--- config.mk ---
export PLATFORM = sky130hd
export DESIGN_NAME = tfs_sequencer
export DESIGN_NICKNAME = d
export VERILOG_FILES = /design/src/tfs_pkg.sv /design/src/tfs_sequencer.sv /design/src/tfs_interval_timer.sv
export SDC_FILE = /design/constraint.sdc
export NUM_CORES = 1
export LEC_CHECK = 0
export ABC_AREA = 1
export BUFFER_PORTS_ARGS = -buffer_cell sky130_fd_sc_hd__buf_4
export CAP_MARGIN = 40
export CORE_ASPECT_RATIO = 0.8
export CORE_MARGIN = 4
export CORE_UTILIZATION = 59
export CTS_CLUSTER_DIAMETER = 150
export DETAILED_ROUTE_END_ITERATION = 16
export PLACE_DENSITY = 0.81
export REMOVE_ABC_BUFFERS = 1
export SETUP_SLACK_MARGIN = 0.2
export SLEW_MARGIN = 20
export SYNTH_ARGS = -nofsm -noshare
export SYNTH_HDL_FRONTEND = slang
export SYNTH_HIERARCHICAL = 1
export SYNTH_SLANG_ARGS = --single-unit
--- constraint.sdc ---
create_clock -name ref_clk -period 7.8 [get_ports ref_clk]
set_input_delay 1.56 -clock ref_clk [delete_from_list [all_inputs] [get_ports ref_clk]]
set_output_delay 1.56 -clock ref_clk [all_outputs]
set_load 0.01 [all_outputs]
--- src/tfs_pkg.sv ---
// constants shared by the timed four-slot control sequencer
//
// Overview of operation
// - advance pulse repeats at an interval of 20 to 90 seconds
// - each advance pulse lasts a fraction of a second
// - advance pulses reach the ring only while the normal-mode gate is on
// - four slots, each a trigger and hold stage; both set means control
// - a slot triggers only if the previous hold is set; previous then clears
// - owning slot drives grant and indicator until the next advance
// - start sets slot one; later pulses move control onward
// - ring keeps advancing whatever the single-station selector says
// - start during another slot clears it and hands control to slot one
// - start leaves the interval timer running untouched
// - delivered pulse ends before the new slot's hold stage sets
// - a trip stage set by the pulse cuts off the passed pulse
// - selector routes a slot grant to a station or to the skip handler
// - selector routes the indicator to that station, none when skipped
// - any station order, each slot skippable on its own
// - hold mode keeps the station in control until pass or skip
// - lit indicators flash during extended control
// - slot four hands control to slot one
// - a skipped slot hands control onward at once
// - gate off withholds pulses; no automatic change
package tfs_pkg;
   // register byte offsets
   localparam logic [3:0] TFS_OFS_CTRL = 4'h0;
   localparam logic [3:0] TFS_OFS_INTERVAL = 4'h4;
   localparam logic [3:0] TFS_OFS_SELECT = 4'h8;
   localparam logic [3:0] TFS_OFS_STATUS = 4'hc;
   // control fields
   localparam int TFS_CTRL_START_BIT = 0;
   localparam int TFS_CTRL_HOLD_BIT = 1;
   localparam int TFS_CTRL_TIMER_BIT = 2;
   // selector: 3 bits per slot, codes 0..3 a station, 4 skip
   localparam int TFS_SEL_W = 3;
   localparam logic [2:0] TFS_SEL_SKIP = 3'h4;
   localparam logic [11:0] TFS_SELECT_RST = 12'h688;
   // interval limits and reset value in seconds
   localparam logic [6:0] TFS_SECS_MIN = 7'h14;
   localparam logic [6:0] TFS_SECS_MAX = 7'h5a;
   localparam logic [6:0] TFS_SECS_RST = 7'h32;
   // timing
   localparam int TFS_CLK_HZ = 20_000_000;
   localparam int TFS_PULSE_MS = 100;
   localparam int TFS_FLASH_MS = 500;
   localparam int TFS_PULSE_CYC = TFS_PULSE_MS * (TFS_CLK_HZ / 1000);
   localparam int TFS_FLASH_CYC = TFS_FLASH_MS * (TFS_CLK_HZ / 1000);
   localparam logic [1:0] TFS_RESP_OKAY = 2'h0;
   localparam logic [1:0] TFS_RESP_SLVERR = 2'h2;
endpackage : tfs_pkg

--- src/tfs_sequencer.sv ---
// four-slot control sequencer with axi4-lite registers
`timescale 1ns/1ps
`default_nettype none
module tfs_sequencer
   import tfs_pkg::*;
#(
   parameter int TICKS_PER_SEC = TFS_CLK_HZ,
   parameter int PULSE_CYCLES = TFS_PULSE_CYC,
   parameter int FAST_CYCLES = TFS_FLASH_CYC
) (
   input wire logic ref_clk,
   input wire logic rst,
   input wire logic [3:0] s_axi_awaddr,
   input wire logic s_axi_awvalid,
   output logic s_axi_awready,
   input wire logic [31:0] s_axi_wdata,
   input wire logic [3:0] s_axi_wstrb,
   input wire logic s_axi_wvalid,
   output logic s_axi_wready,
   output logic [1:0] s_axi_bresp,
   output logic s_axi_bvalid,
   input wire logic s_axi_bready,
   input wire logic [3:0] s_axi_araddr,
   input wire logic s_axi_arvalid,
   output logic s_axi_arready,
   output logic [31:0] s_axi_rdata,
   output logic [1:0] s_axi_rresp,
   output logic s_axi_rvalid,
   input wire logic s_axi_rready,
   input wire logic [3:0] station_pass_request,
   output logic [3:0] station_grant,
   output logic [3:0] station_display,
   output logic panel_indicator
);
   // register state
   logic start_ff, nxt_start;
   logic hold_mode_ff, nxt_hold_mode;
   logic timer_on_ff, nxt_timer_on;
   logic [6:0] secs_ff, nxt_secs;
   logic [11:0] sel_ff, nxt_sel;
   logic bvalid_ff, nxt_bvalid;
   logic [1:0] bresp_ff, nxt_bresp;
   logic rvalid_ff, nxt_rvalid;
   logic [1:0] rresp_ff, nxt_rresp;
   logic [31:0] rdata_ff, nxt_rdata;
   logic [31:0] wmask;
   logic [31:0] ctrl_w;
   logic [31:0] secs_w;
   logic [31:0] sel_w;
   logic wr_go;
   logic rd_go;
   // sequencing state
   logic [3:0] trig_ff, nxt_trig;
   logic [3:0] hold_ff, nxt_hold;
   logic gate_ff, nxt_gate;
   logic trip_ff, nxt_trip;
   logic raw_d_ff, nxt_raw_d;
   logic ext_ff, nxt_ext;
   logic flash_ff, nxt_flash;
   logic [3:0] pass_d_ff;
   logic [3:0] grant_ff, nxt_grant;
   logic [3:0] disp_ff, nxt_disp;
   logic panel_ff, nxt_panel;
   logic raw_pulse;
   logic gated;
   logic clip_pass;
   logic [3:0] owner;
   logic [3:0] skip_mask;
   logic skip_now;
   logic pass_now;
   logic step;
   logic [3:0] leave;

   tfs_interval_timer #(
      .TICKS_PER_SEC(TICKS_PER_SEC),
      .PULSE_CYCLES(PULSE_CYCLES),
      .FAST_CYCLES(FAST_CYCLES)
   ) u_timer (
      .ref_clk(ref_clk),
      .rst(rst),
      .run(timer_on_ff),
      .fast(ext_ff),
      .interval_seconds_knob(secs_ff),
      .pulse(raw_pulse)
   );

   // bus handshakes: write address and data are taken together
   assign wr_go = s_axi_awvalid && s_axi_wvalid && !bvalid_ff;
   assign rd_go = s_axi_arvalid && !rvalid_ff;
   assign s_axi_awready = wr_go;
   assign s_axi_wready = wr_go;
   assign s_axi_arready = rd_go;
   assign s_axi_bvalid = bvalid_ff;
   assign s_axi_bresp = bresp_ff;
   assign s_axi_rvalid = rvalid_ff;
   assign s_axi_rresp = rresp_ff;
   assign s_axi_rdata = rdata_ff;

   // byte lanes merge into the old register value
   always_comb begin
      for (int b = 0; b < 4; b++) begin
         wmask[b*8 +: 8] = {8{s_axi_wstrb[b]}};
      end
      ctrl_w = ({29'h0, timer_on_ff, hold_mode_ff, 1'b0} & ~wmask) | (s_axi_wdata & wmask);
      secs_w = ({25'h0, secs_ff} & ~wmask) | (s_axi_wdata & wmask);
      sel_w = ({20'h0, sel_ff} & ~wmask) | (s_axi_wdata & wmask);
   end

   // register writes and answers; start bit is a one-cycle strobe
   always_comb begin
      nxt_start = 1'b0;
      nxt_hold_mode = hold_mode_ff;
      nxt_timer_on = timer_on_ff;
      nxt_secs = secs_ff;
      nxt_sel = sel_ff;
      nxt_bvalid = bvalid_ff && !s_axi_bready;
      nxt_bresp = bresp_ff;
      nxt_rvalid = rvalid_ff && !s_axi_rready;
      nxt_rresp = rresp_ff;
      nxt_rdata = rdata_ff;
      if (wr_go) begin
         nxt_bvalid = 1'b1;
         nxt_bresp = TFS_RESP_OKAY;
         case (s_axi_awaddr)
            TFS_OFS_CTRL: begin
               nxt_start = ctrl_w[TFS_CTRL_START_BIT];
               nxt_hold_mode = ctrl_w[TFS_CTRL_HOLD_BIT];
               nxt_timer_on = ctrl_w[TFS_CTRL_TIMER_BIT];
            end
            TFS_OFS_INTERVAL: nxt_secs = secs_w[6:0];
            TFS_OFS_SELECT: nxt_sel = sel_w[11:0];
            TFS_OFS_STATUS: nxt_bresp = TFS_RESP_OKAY;
            default: nxt_bresp = TFS_RESP_SLVERR;
         endcase
      end
      if (rd_go) begin
         nxt_rvalid = 1'b1;
         nxt_rresp = TFS_RESP_OKAY;
         case (s_axi_araddr)
            TFS_OFS_CTRL: nxt_rdata = {29'h0, timer_on_ff, hold_mode_ff, 1'b0};
            TFS_OFS_INTERVAL: nxt_rdata = {25'h0, secs_ff};
            TFS_OFS_SELECT: nxt_rdata = {20'h0, sel_ff};
            TFS_OFS_STATUS: nxt_rdata = {16'h0, raw_pulse, flash_ff, gate_ff, ext_ff,
                                          owner, hold_ff, trig_ff};
            default: begin
               nxt_rdata = 32'h0;
               nxt_rresp = TFS_RESP_SLVERR;
            end
         endcase
      end
   end

   always_ff @(posedge ref_clk) begin
      if (rst) begin
         start_ff <= 1'b0;
         hold_mode_ff <= 1'b0;
         timer_on_ff <= 1'b0;
         secs_ff <= TFS_SECS_RST;
         sel_ff <= TFS_SELECT_RST;
         bvalid_ff <= 1'b0;
         bresp_ff <= TFS_RESP_OKAY;
         rvalid_ff <= 1'b0;
         rresp_ff <= TFS_RESP_OKAY;
         rdata_ff <= 32'h0;
      end else begin
         start_ff <= nxt_start;
         hold_mode_ff <= nxt_hold_mode;
         timer_on_ff <= nxt_timer_on;
         secs_ff <= nxt_secs;
         sel_ff <= nxt_sel;
         bvalid_ff <= nxt_bvalid;
         bresp_ff <= nxt_bresp;
         rvalid_ff <= nxt_rvalid;
         rresp_ff <= nxt_rresp;
         rdata_ff <= nxt_rdata;
      end
   end

   // gate, clipping and skip/pass decisions
   always_comb begin
      gated = raw_pulse && gate_ff;
      clip_pass = gated && !trip_ff;
      owner = trig_ff & hold_ff;
      for (int i = 0; i < 4; i++) begin
         skip_mask[i] = (sel_ff[i*TFS_SEL_W +: TFS_SEL_W] > 3'h3);
      end
      skip_now = |(owner & skip_mask);
      pass_now = |(grant_ff & station_pass_request & ~pass_d_ff);
      step = clip_pass || skip_now || pass_now;
      leave = step ? hold_ff : 4'h0;
   end

   // ring, gate, trip and extended control next state
   always_comb begin
      // a new trigger gets its hold one cycle later, after the clipped pulse
      nxt_trig = (trig_ff & ~leave) | (step ? {hold_ff[2:0], hold_ff[3]} : 4'h0);
      nxt_hold = (hold_ff & ~leave) | (trig_ff & ~leave);
      if (start_ff) begin
         nxt_trig = 4'h1;
         nxt_hold = 4'h1;
      end
      // gate stays in for a pulse already under way when hold mode is chosen
      nxt_gate = !hold_mode_ff || (gate_ff && raw_pulse);
      nxt_trip = gated;
      nxt_raw_d = raw_pulse;
      nxt_ext = ext_ff;
      if (!hold_mode_ff || skip_now || pass_now || start_ff) begin
         nxt_ext = 1'b0;
      end else if (raw_pulse && !raw_d_ff && !gate_ff && |owner) begin
         nxt_ext = 1'b1;
      end
      nxt_flash = ext_ff ? (flash_ff ^ (raw_pulse && !raw_d_ff)) : 1'b1;
   end

   // station routing; indicator blanks on the dark flash phase
   always_comb begin
      nxt_grant = 4'h0;
      nxt_disp = 4'h0;
      for (int i = 0; i < 4; i++) begin
         if (owner[i] && !skip_mask[i]) begin
            nxt_grant[sel_ff[i*TFS_SEL_W +: 2]] = 1'b1;
            nxt_disp[sel_ff[i*TFS_SEL_W +: 2]] = flash_ff;
         end
      end
      nxt_panel = |nxt_disp;
   end

   always_ff @(posedge ref_clk) begin
      if (rst) begin
         trig_ff <= 4'h0;
         hold_ff <= 4'h0;
         gate_ff <= 1'b1;
         trip_ff <= 1'b0;
         raw_d_ff <= 1'b0;
         ext_ff <= 1'b0;
         flash_ff <= 1'b1;
         pass_d_ff <= 4'h0;
         grant_ff <= 4'h0;
         disp_ff <= 4'h0;
         panel_ff <= 1'b0;
      end else begin
         trig_ff <= nxt_trig;
         hold_ff <= nxt_hold;
         gate_ff <= nxt_gate;
         trip_ff <= nxt_trip;
         raw_d_ff <= nxt_raw_d;
         ext_ff <= nxt_ext;
         flash_ff <= nxt_flash;
         pass_d_ff <= station_pass_request;
         grant_ff <= nxt_grant;
         disp_ff <= nxt_disp;
         panel_ff <= nxt_panel;
      end
   end

   assign station_grant = grant_ff;
   assign station_display = disp_ff;
   assign panel_indicator = panel_ff;
endmodule : tfs_sequencer
`default_nettype wire

--- src/tfs_interval_timer.sv ---
// free-running interval pulse source with a fast rate for flashing
`timescale 1ns/1ps
`default_nettype none
module tfs_interval_timer
   import tfs_pkg::*;
#(
   parameter int TICKS_PER_SEC = TFS_CLK_HZ,
   parameter int PULSE_CYCLES = TFS_PULSE_CYC,
   parameter int FAST_CYCLES = TFS_FLASH_CYC
) (
   input wire logic ref_clk,
   input wire logic rst,
   input wire logic run,
   input wire logic fast,
   input wire logic [6:0] interval_seconds_knob,
   output logic pulse
);
   logic [31:0] cnt_ff;
   logic [31:0] nxt_cnt;
   logic [31:0] period;
   logic [6:0] secs;
   logic pulse_ff;
   logic nxt_pulse;
   logic [31:0] high_cnt_ff;
   logic [31:0] nxt_high_cnt;

   // clamp the setting, then period in ticks
   always_comb begin
      secs = interval_seconds_knob;
      if (secs < TFS_SECS_MIN) begin
         secs = TFS_SECS_MIN;
      end else if (secs > TFS_SECS_MAX) begin
         secs = TFS_SECS_MAX;
      end
      period = fast ? 32'(FAST_CYCLES) : 32'(secs) * 32'(TICKS_PER_SEC);
   end

   // start input never reaches this counter, so restarts keep the schedule
   always_comb begin
      nxt_cnt = cnt_ff;
      nxt_pulse = 1'b0;
      if (run) begin
         nxt_cnt = (cnt_ff + 32'h1 >= period) ? 32'h0 : cnt_ff + 32'h1;
         nxt_pulse = (nxt_cnt < 32'(PULSE_CYCLES));
      end
   end

   // cycles the pulse has stood so far; a long pulse would be too long to count by repetition
   always_comb begin
      nxt_high_cnt = pulse_ff ? high_cnt_ff + 32'h1 : 32'h0;
   end

   always_ff @(posedge ref_clk) begin
      if (rst) begin
         cnt_ff <= 32'h0;
         pulse_ff <= 1'b0;
         high_cnt_ff <= 32'h0;
      end else begin
         cnt_ff <= nxt_cnt;
         pulse_ff <= nxt_pulse;
         high_cnt_ff <= nxt_high_cnt;
      end
   end

   assign pulse = pulse_ff;
endmodule : tfs_interval_timer
`default_nettype wire

==> flow_metrics.tcl, run 1 <==
set metrics [dict create \
    synth-seq-area-share_pct 25.6 \
    detailedRoute.firstIterationViolations 727 \
    finalHoldViolations 0 \
    setup_slack_ns 0.793 \
    multi_input_area_um2 5020 \
    numCtsBuffers 9 \
    ys_types 49 \
    clockBufferDepth 2 \
    synth_area_um2 7890 \
    static-leakage-power_nw 4.25 \
    hold_path.class "reg2reg" \
    power_switching_share_pct 24.7 \
    fmaxAchievable_ghz 0.143 \
    clk_latency_ns 0.35 \
    timing_worst_slew_pin_value_ns 0.837 \
    die-area_um2 15300 \
    grt_antenna_before_repair 0 \
    cellInternalPower_mw 0.883 \
    pre_cts_ws_ns 0.837 \
    criticalPathCategory "reg2reg" \
    die_x_um 137 \
    rsz_0062_raised_after_global_routing "no" \
    synth_warnings 6 \
    drv_cap 0 \
    insertedDiodeCount 0 \
    clock_tree.root_cell "clkbuf_16" \
    comb_power_share_pct 10.9 \
    place.port_buffers 64 \
    htree_num_levels 3 \
    power.clock.fraction_pct 44.4 \
    initial_drt_pass_iterations 5 \
    regArea_um2 2020 \
    post_synth.cell_area_avg_um2 6.89 \
    cts.sink_count 101 \
    vertical_extent_of_the_die_um 111 \
    nFillCells 1163 \
    power.net_switching_mw 0.290 \
    slew-limit-headroom_pct 44.1 \
    post_route_cells_drive_above_1_share_pct 10.8 \
    period_share_pct 89.8 \
    synth_mux_area_share_pct 0 \
    post-route-drc-count 0 \
    groute.usage.overall_pct 27.6 \
    area_fraction_in_and_or_nand_and_nor_cells_after_synthesis_pct 27.9 \
    avgViaCountPerCell 5.60 \
    postRouteAntennaNets 0 \
    worst-endpoint-required_ns 8.03 \
    compound_gate_fraction_of_synth_area_pct 15.8 \
    grt_pass1_vias 7122 \
    postCtsResizedCells 0 \
    pwr_density_cell_nw_per_um2 134 \
    ir_drop_uv 122 \
    top_level_ports 105 \
    place_hpwl_um 16300 \
    synth-seq-cells 101 \
    worstSetupStartpointType "register" \
    global_route_wire_length_before_repair_um 34500 \
    worstPathArrival_ns 7.24 \
    cts_setup_buffers 0 \
    setup_violations 0 \
    routed-via-count 7731 \
    fin_nets 1355 \
    overall_routed_net_length_um 20700 \
    cts.reportedPaths.clkPinSlew_ns 0.08 \
    tns_ns 0 \
    core.rowCount 37 \
    coreArea_um2 13000 \
    critPathSlowestCell "dfxtp_1" \
    seq_power_share_pct 44.7 \
    dominant_combinational_cell_family_by_area_after_synthesis "simple AND/OR/NAND/NOR gates" \
    crit_fanout 18 \
    grt_max_degree 40 \
    gp_routability_congestion 0.973 \
    syn_inst 1146 \
    clock_skew_ns 0.0166 \
    status "finished clean" \
    cts_tree "yes" \
    period_needed_ns 7.01 \
    crit_path_max_incr_delay_ns 0.59 \
    setup.worst_path.end_class "register" \
    post_drt_wl_per_cell_um 15.0 \
    yosys.area_share.xor_xnor_pct 2.00 \
    slew_violations 0 \
    crit_path_frequent_cell "nand2_1" \
    quantity_of_hold_fixing_buffers_added_after_cts 0 \
    yosys.area_share.adder_pct 17.1 \
    grt_overflow 0 \
    area_growth_pct 11.1 \
    initial_core_util_pct 60.9 \
]
per-layer routing:
metal  vias to the layer above  track usage, %  share of wire [%]
met5                         -               0                  0
met4                         0            6.58                1.3
met3                        25            4.79                8.0
met2                       336            41.6                 43
met1                      3526            41.0                 48
li1                       3844               -                  -
Yosys cell counts, drive strengths merged:
master / instances / area share, %
or2: 5 / 0.43
nor4: 4 / 0.32
nand3b: 3 / 0.29
o211ai: 11 / 1.2
a21oi: 91 / 5.8
o32ai: 8 / 0.89
nand2: 254 / 12
o22ai: 9 / 0.71
nand4: 23 / 1.8
a21o: 3 / 0.29
nand3: 66 / 4.6
nor3: 16 / 1.1
dfxtp: 101 / 26
buf: 28 / 2.7
a21boi: 1 / 0.095
o21ai: 81 / 5.2
o31ai: 1 / 0.095
o311ai: 1 / 0.11
conb: 1 / 0.048
o21bai: 1 / 0.095
clkbuf: 13 / 0.62
a32o: 1 / 0.13
inv: 172 / 8.2
nor3b: 1 / 0.16
ha: 84 / 13
a22o: 3 / 0.33
clkinv: 1 / 0.048
fa: 15 / 3.8
xor2: 18 / 2.0
o21a: 3 / 0.29
o211a: 3 / 0.38
nor2: 123 / 6.8
o221a: 1 / 0.14
worst paths after layout:
| path | start | end | slack [ns] | depth (start not counted) |
|---|---|---|---|---|
| setup / recovery | register | u_timer/pulse | 0.79 | 34 |
| hold / removal | s_axi_rdata[8] | s_axi_rdata[8] | 0.47 | 2 |
| setup reg to reg | register | u_timer/pulse | 0.79 | 34 |
| hold reg to reg | s_axi_rdata[8] | s_axi_rdata[8] | 0.47 | 2 |
cell usage in the layout (no fill, tap or decap), drive strengths merged, types with 23 or more instances in the layout:
cell	instances
inv	174
ha	84
nand4	23
a21oi	91
o21ai	81
nand2	254
buf	68
dfxtp	101
nand3	66
nor2	123
final cells by class:
cell class,count,area share [%]
clock buffer,9,2.57
timing repair buffer,68,5.82
inverter,173,7.40
sequential,101,23.1
clock inverter,7,1.37
multi-input combinational,848,57.3
tap,175,2.50
critical path: cells and delay by family (launching register included):
kind / cells / cell delay (ns)
AND/OR/NAND/NOR: 16 / 2.30
adder cells (fa/ha/maj): 6 / 2.20
AO/OA/AOI/OAI: 7 / 1.15
buffers and inverters: 5 / 0.64
flip-flops: 1 / 0.59
power by group through the flow:
stage / combinational, mW / clock [mW] / sequential (mW)
2_1_floorplan: 0.0759 / 0 / 0.537
3_3_place_gp: 0.123 / 0 / 0.536
3_5_place_dp: 0.125 / 0 / 0.536
4_1_cts: 0.126 / 0.524 / 0.524
5_1_grt: 0.145 / 0.547 / 0.525
6_report: 0.128 / 0.521 / 0.524
stage by stage:
step	util (%)	area, µm²	total power [mW]	hold WS, ns	std cells
after floorplan	-	7690	0.613	0.407	1122
after CTS	67.6	8770	1.17	0.470	1381
after global routing	67.7	8770	1.22	0.484	1381
after detailed placement	65.0	8420	0.661	0.453	1365
final	67.7	8770	1.17	0.468	1381
after global placement	65.0	8420	0.659	0.451	1365
logic make-up after synthesis:
group	after synthesis
AND/OR/NAND/NOR	495
flip-flops	101
XOR/XNOR	18
other	1
adder cells (fa/ha/maj)	99
buffers and inverters	214
AO/OA/AOI/OAI	218
No activity file was read; power rests on OpenSTA's default activity.
==> run 2: changes to the inputs <==
--- a/config.mk
+++ b/config.mk
@@ -13,11 +13,9 @@
 export CORE_UTILIZATION = 59
 export CTS_CLUSTER_DIAMETER = 150
 export DETAILED_ROUTE_END_ITERATION = 16
-export PLACE_DENSITY = 0.81
-export REMOVE_ABC_BUFFERS = 1
+export PLACE_DENSITY = 0.82
 export SETUP_SLACK_MARGIN = 0.2
 export SLEW_MARGIN = 20
 export SYNTH_ARGS = -nofsm -noshare
 export SYNTH_HDL_FRONTEND = slang
-export SYNTH_HIERARCHICAL = 1
 export SYNTH_SLANG_ARGS = --single-unit
==> run 2 against run 1 <==
- via count fell by 2.2%
- clock-buffer cell count is the same
- core utilization grew 0.79 points
- clock skew down 0.0056 ns
- synthesized cell count decreased by 2.4%
- wire length down 2.2%
- combinational power about the same
- flip-flop and latch count is the same
==> flow_metrics.tcl, run 2 <==
set metrics [dict create \
    multi_input_area_um2 4870 \
    detailedRoute.firstIterationViolations 961 \
    post_drt_wl_per_cell_um 15.1 \
    area_growth_pct 11.2 \
    clk_latency_ns 0.36 \
    final_util_pct 68.5 \
    pwr_density_cell_nw_per_um2 132 \
    postRouteAntennaNets 0 \
    slew_violations 0 \
    synth_warnings 0 \
    coreArea_um2 12500 \
    ys.flop_type "dfxtp_1" \
    worstSetupStartpointType "register" \
    place_hpwl_um 15900 \
    gp_routability_congestion 0.990 \
    routed-via-count 7562 \
    asyncSetResetFlopFracSynth_pct 0 \
    fin_nets 1324 \
    setup_violations 0 \
    synth_most_common_cell "nand2_1" \
    htree_num_levels 3 \
    cellInternalPower_mw 0.804 \
    synth_area_um2 7680 \
    cts_tree "yes" \
    clock_tree.root_cell "clkbuf_16" \
    nFillCells 1102 \
    clock_skew_ns 0.0110 \
    static-leakage-power_nw 4.07 \
    power.net_switching_mw 0.322 \
    pre_cts_ws_ns 0.857 \
    grt_overflow 0 \
    seq_power_share_pct 46.7 \
    layout_common_cells "nand2_1 (254), inv_1 (154), a21oi_1 (112)" \
    drv_cap 0 \
    numCtsBuffers 9 \
    comb_power_share_pct 11.2 \
    timing_worst_slew_pin_value_ns 0.767 \
    critPathSlowestCell "fa_1" \
    grt_pass1_vias 6790 \
    yosys-top-cells-area "dfxtp_1 (26%), ha_1 (14%), nand2_1 (12%)" \
    cts.reportedPaths.clkPinSlew_ns 0.08 \
    layout_commonest_cell "nand2_1" \
    synth-seq-area-share_pct 26.3 \
    crit_fanout 15 \
    worst-endpoint-required_ns 8.06 \
    ir_drop_uv 122 \
    grt_max_degree 54 \
    slew-limit-headroom_pct 48.8 \
    post-route-drc-count 0 \
    cp.buffers_inverters 5 \
    global_route_wire_length_before_repair_um 32900 \
    post_synth.cell_area_avg_um2 6.87 \
    criticalPathCategory "reg2reg" \
    dp_cells 1330 \
    syn_inst 1119 \
    groute.usage.overall_pct 27.6 \
    setup.worst_path.end_class "register" \
    power_switching_share_pct 28.6 \
    final_cells 1346 \
    post-synth-top-area-cell "dfxtp_1" \
    ys_types 47 \
    die_x_um 136 \
    insertedDiodeCount 0 \
    power.clock.fraction_pct 42.1 \
    die-area_um2 14900 \
    grt_antenna_before_repair 0 \
    initial_drt_pass_iterations 5 \
    initial_core_util_pct 61.6 \
    worstPathArrival_ns 7.28 \
    status "finished clean" \
    synth-edff-count 0 \
    cp_top_family "adder cells" \
    vertical_extent_of_the_die_um 110 \
    quantity_of_hold_fixing_buffers_added_after_cts 0 \
    rsz_0062_raised_after_global_routing "no" \
    setup_slack_ns 0.781 \
    tns_ns 0 \
    crit_path_max_incr_delay_ns 0.52 \
    hold_path.class "reg2reg" \
    regArea_um2 2020 \
    clockBufferDepth 2 \
    avgViaCountPerCell 5.62 \
    cts.sink_count 101 \
    synth_top_area_share_pct 26.3 \
    core.rowCount 36 \
    period_share_pct 90.0 \
    synth-seq-cells 101 \
    overall_routed_net_length_um 20300 \
    post_route_cells_drive_above_1_share_pct 9.36 \
    finalHoldViolations 0 \
    synth_commonest_cells "nand2_1 (254), inv_1 (154), a21oi_1 (112)" \
    top_level_ports 105 \
    fmaxAchievable_ghz 0.142 \
    place.port_buffers 64 \
    period_needed_ns 7.02 \
]
==> run 2: cell count changes after synthesis, sizes merged, moves of 11 or more <==
cell / delta
nand3: -16
nor2: -22
nand4: -12
inv: -17
o21ai: -11
clkbuf: +13
a21oi: +21
==> run 2: power by group through the flow <==
stage	Sequential, mW	Clock (mW)	Combinational, mW
2_1_floorplan	0.539	0	0.0880
3_3_place_gp	0.538	0	0.120
3_5_place_dp	0.538	0	0.123
4_1_cts	0.526	0.482	0.125
5_1_grt	0.527	0.501	0.143
6_report	0.526	0.475	0.126
==> run 2: timing repair <==
action / CTS / global route
setup buffers: 0 / 0
gates resized for setup: 0 / 1
endpoints found under the setup margin: 0 / 1
==> run 2: final cells by class <==
cell class                 count  area share [%]
clock inverter                 7            1.10
inverter                     156            6.86
sequential                   101            23.7
multi-input combinational    831            57.0
timing repair buffer          71            6.24
clock buffer                   9            2.64
tap                          171            2.51
==> run 2: cell families after synthesis <==
group / after synthesis / share of synthesized area [%]
AND/OR/NAND/NOR: 455 / 24.9
AO/OA/AOI/OAI: 236 / 17.1
buffers and inverters: 204 / 11.2
flip-flops: 101 / 26.3
adder cells (fa/ha/maj): 99 / 17.6
XOR/XNOR: 23 / 2.82
other: 1 / 0.0488
==> run 2: through the flow <==
stage	total power [mW]	area (µm²)	hold WS, ns
after CTS	1.13	8540	0.456
after global routing	1.17	8540	0.466
after floorplan	0.627	7750	0.394
final	1.13	8540	0.461
after detailed placement	0.661	8220	0.442
after global placement	0.658	8220	0.433
==> run 2: path summary, 6_finish.rpt <==
kind	endpoint	startpoint	cells past startpoint	slack [ns]
max	u_timer.pulse	register	33	0.78
min	gate_ff	register	1	0.46
min reg2reg	gate_ff	register	1	0.46
max reg2reg	u_timer.pulse	register	33	0.78
==> run 2: metal layers <==
metal,track usage [%],part of all wire (%)
met1,41.5,47
met2,39.4,40
met3,7.99,12
met4,4.89,1.0
met5,0,0
==> run 3: changes to the inputs <==
--- a/config.mk
+++ b/config.mk
@@ -5,15 +5,15 @@
 export SDC_FILE = /design/constraint.sdc
 export NUM_CORES = 1
 export LEC_CHECK = 0
-export ABC_AREA = 1
 export BUFFER_PORTS_ARGS = -buffer_cell sky130_fd_sc_hd__buf_4
 export CAP_MARGIN = 40
 export CORE_ASPECT_RATIO = 0.8
 export CORE_MARGIN = 4
-export CORE_UTILIZATION = 59
+export CORE_UTILIZATION = 54
+export CTS_BUF_LIST = sky130_fd_sc_hd__clkbuf_8
 export CTS_CLUSTER_DIAMETER = 150
 export DETAILED_ROUTE_END_ITERATION = 16
-export PLACE_DENSITY = 0.82
+export PLACE_DENSITY = 0.76
 export SETUP_SLACK_MARGIN = 0.2
 export SLEW_MARGIN = 20
 export SYNTH_ARGS = -nofsm -noshare
==> run 3 against run 2 <==
- final cell count decreased by 14%
- hold slack better by 0.0016 ns
- synthesized cell count is 17% lower
- die area up 9.6%
- clock power fell by 29%
- global-route usage shrank 4.1 points
- power shrank 7.8%
- non-clock buffer count increased by 6
- critical path type unchanged
- core utilization fell by 6.9 points
- first-iteration DRC count is 36% lower
- clock-buffer cell count is the same
==> flow_metrics.tcl, run 3 <==
set metrics [dict create \
    status "finished clean" \
    numCtsBuffers 9 \
    ir_drop_uv 140 \
    dominant_combinational_cell_family_by_area_after_synthesis "simple AND/OR/NAND/NOR gates" \
    power.net_switching_mw 0.315 \
    period_share_pct 90.2 \
    insertedDiodeCount 0 \
    yosys.area_share.xor_xnor_pct 4.86 \
    ys_types 70 \
    overall_routed_net_length_um 19200 \
    comb_power_share_pct 14.2 \
    fin_nets 1123 \
    global_route_wire_length_before_repair_um 31500 \
    worst-endpoint-required_ns 8.10 \
    routed-via-count 6722 \
    initial_core_util_pct 56.3 \
    ys.flop_type "dfxtp_1" \
    quantity_of_hold_fixing_buffers_added_after_cts 0 \
    syn_inst 929 \
    setup.worst_path.end_class "register" \
    synth-edff-count 0 \
    detailedRoute.firstIterationViolations 616 \
    synth_area_um2 7760 \
    vertical_extent_of_the_die_um 115 \
    grt_antenna_before_repair 0 \
    synth_top_area_share_pct 26.1 \
    coreArea_um2 13800 \
    place.port_buffers 64 \
    postRouteAntennaNets 0 \
    synth_mux_area_share_pct 4.00 \
    synth-seq-area-share_pct 26.1 \
    total_power_mw 1.04 \
    clockBufferDepth 2 \
    crit_fanout 19 \
    worstPathArrival_ns 7.33 \
    area_growth_pct 9.49 \
    clock_skew_ns 0.0145 \
    clock_tree.root_cell "clkbuf_8" \
    place_hpwl_um 14800 \
    post-route-drc-count 0 \
    rsz_0062_raised_after_global_routing "no" \
    synth_most_common_cell "dfxtp_1" \
    grt_max_degree 66 \
    power.clock.fraction_pct 32.4 \
    layout_commonest_cell "dfxtp_1" \
    synth_warnings 0 \
    setup_violations 0 \
    cts_tree "yes" \
    timing_worst_slew_pin_value_ns 0.832 \
    tns_ns 0 \
    criticalPathCategory "reg2reg" \
    die-area_um2 16400 \
    synth_commonest_cells "dfxtp_1 (101), ha_1 (84), nor2_1 (84)" \
    htree_num_levels 3 \
    power_switching_share_pct 30.3 \
    synth-seq-cells 101 \
    static-leakage-power_nw 3.90 \
    grt_overflow 0 \
    pre_cts_ws_ns 0.667 \
    groute.usage.overall_pct 23.5 \
    compound_gate_fraction_of_synth_area_pct 15.1 \
    slew-limit-headroom_pct 43.8 \
    cts.reportedPaths.clkPinSlew_ns 0.11 \
    fin_worst_hold_slack_ns 0.462 \
    grt_pass1_vias 6250 \
    post-synth-top-area-cell "dfxtp_1" \
    post_drt_wl_per_cell_um 16.6 \
    yosys.area_share.adder_pct 17.4 \
    period_needed_ns 7.03 \
    cts.sink_count 101 \
    gp_routability_congestion 0.892 \
    finalHoldViolations 0 \
    core.rowCount 38 \
    fmaxAchievable_ghz 0.142 \
    initial_drt_pass_iterations 5 \
    yosys-top-cells-area "dfxtp_1 (26%), ha_1 (14%), nor2_1 (4.1%)" \
    top_level_ports 105 \
    area_fraction_in_and_or_nand_and_nor_cells_after_synthesis_pct 25.3 \
    clk_latency_ns 0.39 \
    post_route_cells_drive_above_1_share_pct 11.3 \
    worstSetupStartpointType "register" \
    die_x_um 142 \
    seq_power_share_pct 53.4 \
    hold_path.class "reg2reg" \
    asyncSetResetFlopFracSynth_pct 0 \
    setup_slack_ns 0.766 \
    drv_cap 0 \
    post_synth.cell_area_avg_um2 8.35 \
    slew_violations 0 \
    pwr_density_cell_nw_per_um2 122 \
    avgViaCountPerCell 5.82 \
    layout_common_cells "dfxtp_1 (101), nor2_1 (84), ha_1 (84)" \
    cellInternalPower_mw 0.723 \
]
## run 3: cell families (layout without fill, tap and decap cells)
family,count (synthesis),after routing
flops,101,101
fa+ha+maj,99,99
buf+inv,120,148
xor+xnor,43,43
compound gates,175,175
other cells,1,18
simple gates,362,362
mux,28,28
## run 3: worst paths after layout
kind | start | to | slack, ns | depth (start not counted)
worst min register to register | s_axi_rdata[14] | s_axi_rdata[14] | 0.46 | 2
worst min-delay path | s_axi_rdata[14] | s_axi_rdata[14] | 0.46 | 2
worst max register to register | register | u_timer.cnt_ff[2] | 0.77 | 25
worst max-delay path | register | u_timer.cnt_ff[2] | 0.77 | 25
## run 3: what timing repair did
action                                 in CTS  in global routing
setup endpoints to repair                   0                  3
endpoints found under the hold margin       0                  0
resized for setup                           0                  1
setup buffers                               0                  0
## run 3: layer usage
metal | vias up | GRT usage, % | part of all wire (%)
met5 | - | 0 | 0
met4 | 0 | 5.37 | 1.0
met3 | 17 | 4.95 | 5.7
met2 | 166 | 32.8 | 41
met1 | 3157 | 36.5 | 52
li1 | 3382 | - | -
## run 3: cell type report
cell class / count / area, µm²
clock buffer: 9 / 124
clock inverter: 7 / 76.3
fill: 1225 / 5300
inverter: 55 / 206
multi-input combinational: 725 / 5250
sequential: 101 / 2020
tap: 180 / 225
timing repair buffer: 77 / 592
## run 3: per-stage QoR
stage | utilization, % | area [µm²] | instances
after floorplan | - | 7820 | 946
after global placement | 59.9 | 8250 | 1135
after detailed placement | 60.1 | 8290 | 1138
after CTS | 61.6 | 8490 | 1154
after global routing | 61.6 | 8490 | 1154
final | 61.6 | 8490 | 1154
## run 3: worst max-delay path, stage by stage (launching register included)
cell and delay (ns):
dfxtp_1 0.51, nor2b_2 0.39, inv_1 0.15, a21o_1 0.27, ha_1 0.35, inv_1 0.06
fa_1 0.50, inv_1 0.06, fa_1 0.44, fa_1 0.44, ha_1 0.36, nor2_1 0.07
a2111o_1 0.43, a31oi_1 0.33, a21oi_1 0.17, a221oi_1 0.33, xor2_1 0.18, nand2_1 0.07
ha_1 0.30, a21o_1 0.16, a21o_1 0.16, a21oi_1 0.15, o21a_1 0.43, buf_4 0.32
nand2_1 0.07, o41ai_1 0.23
## run 3: power groups by stage
stage	Sequential, mW	Combinational, mW	Clock [mW]
4_1_cts	0.553	0.146	0.345
6_report	0.554	0.148	0.337
3_5_place_dp	0.564	0.146	0
2_1_floorplan	0.556	0.115	0
5_1_grt	0.557	0.165	0.365
3_3_place_gp	0.564	0.140	0
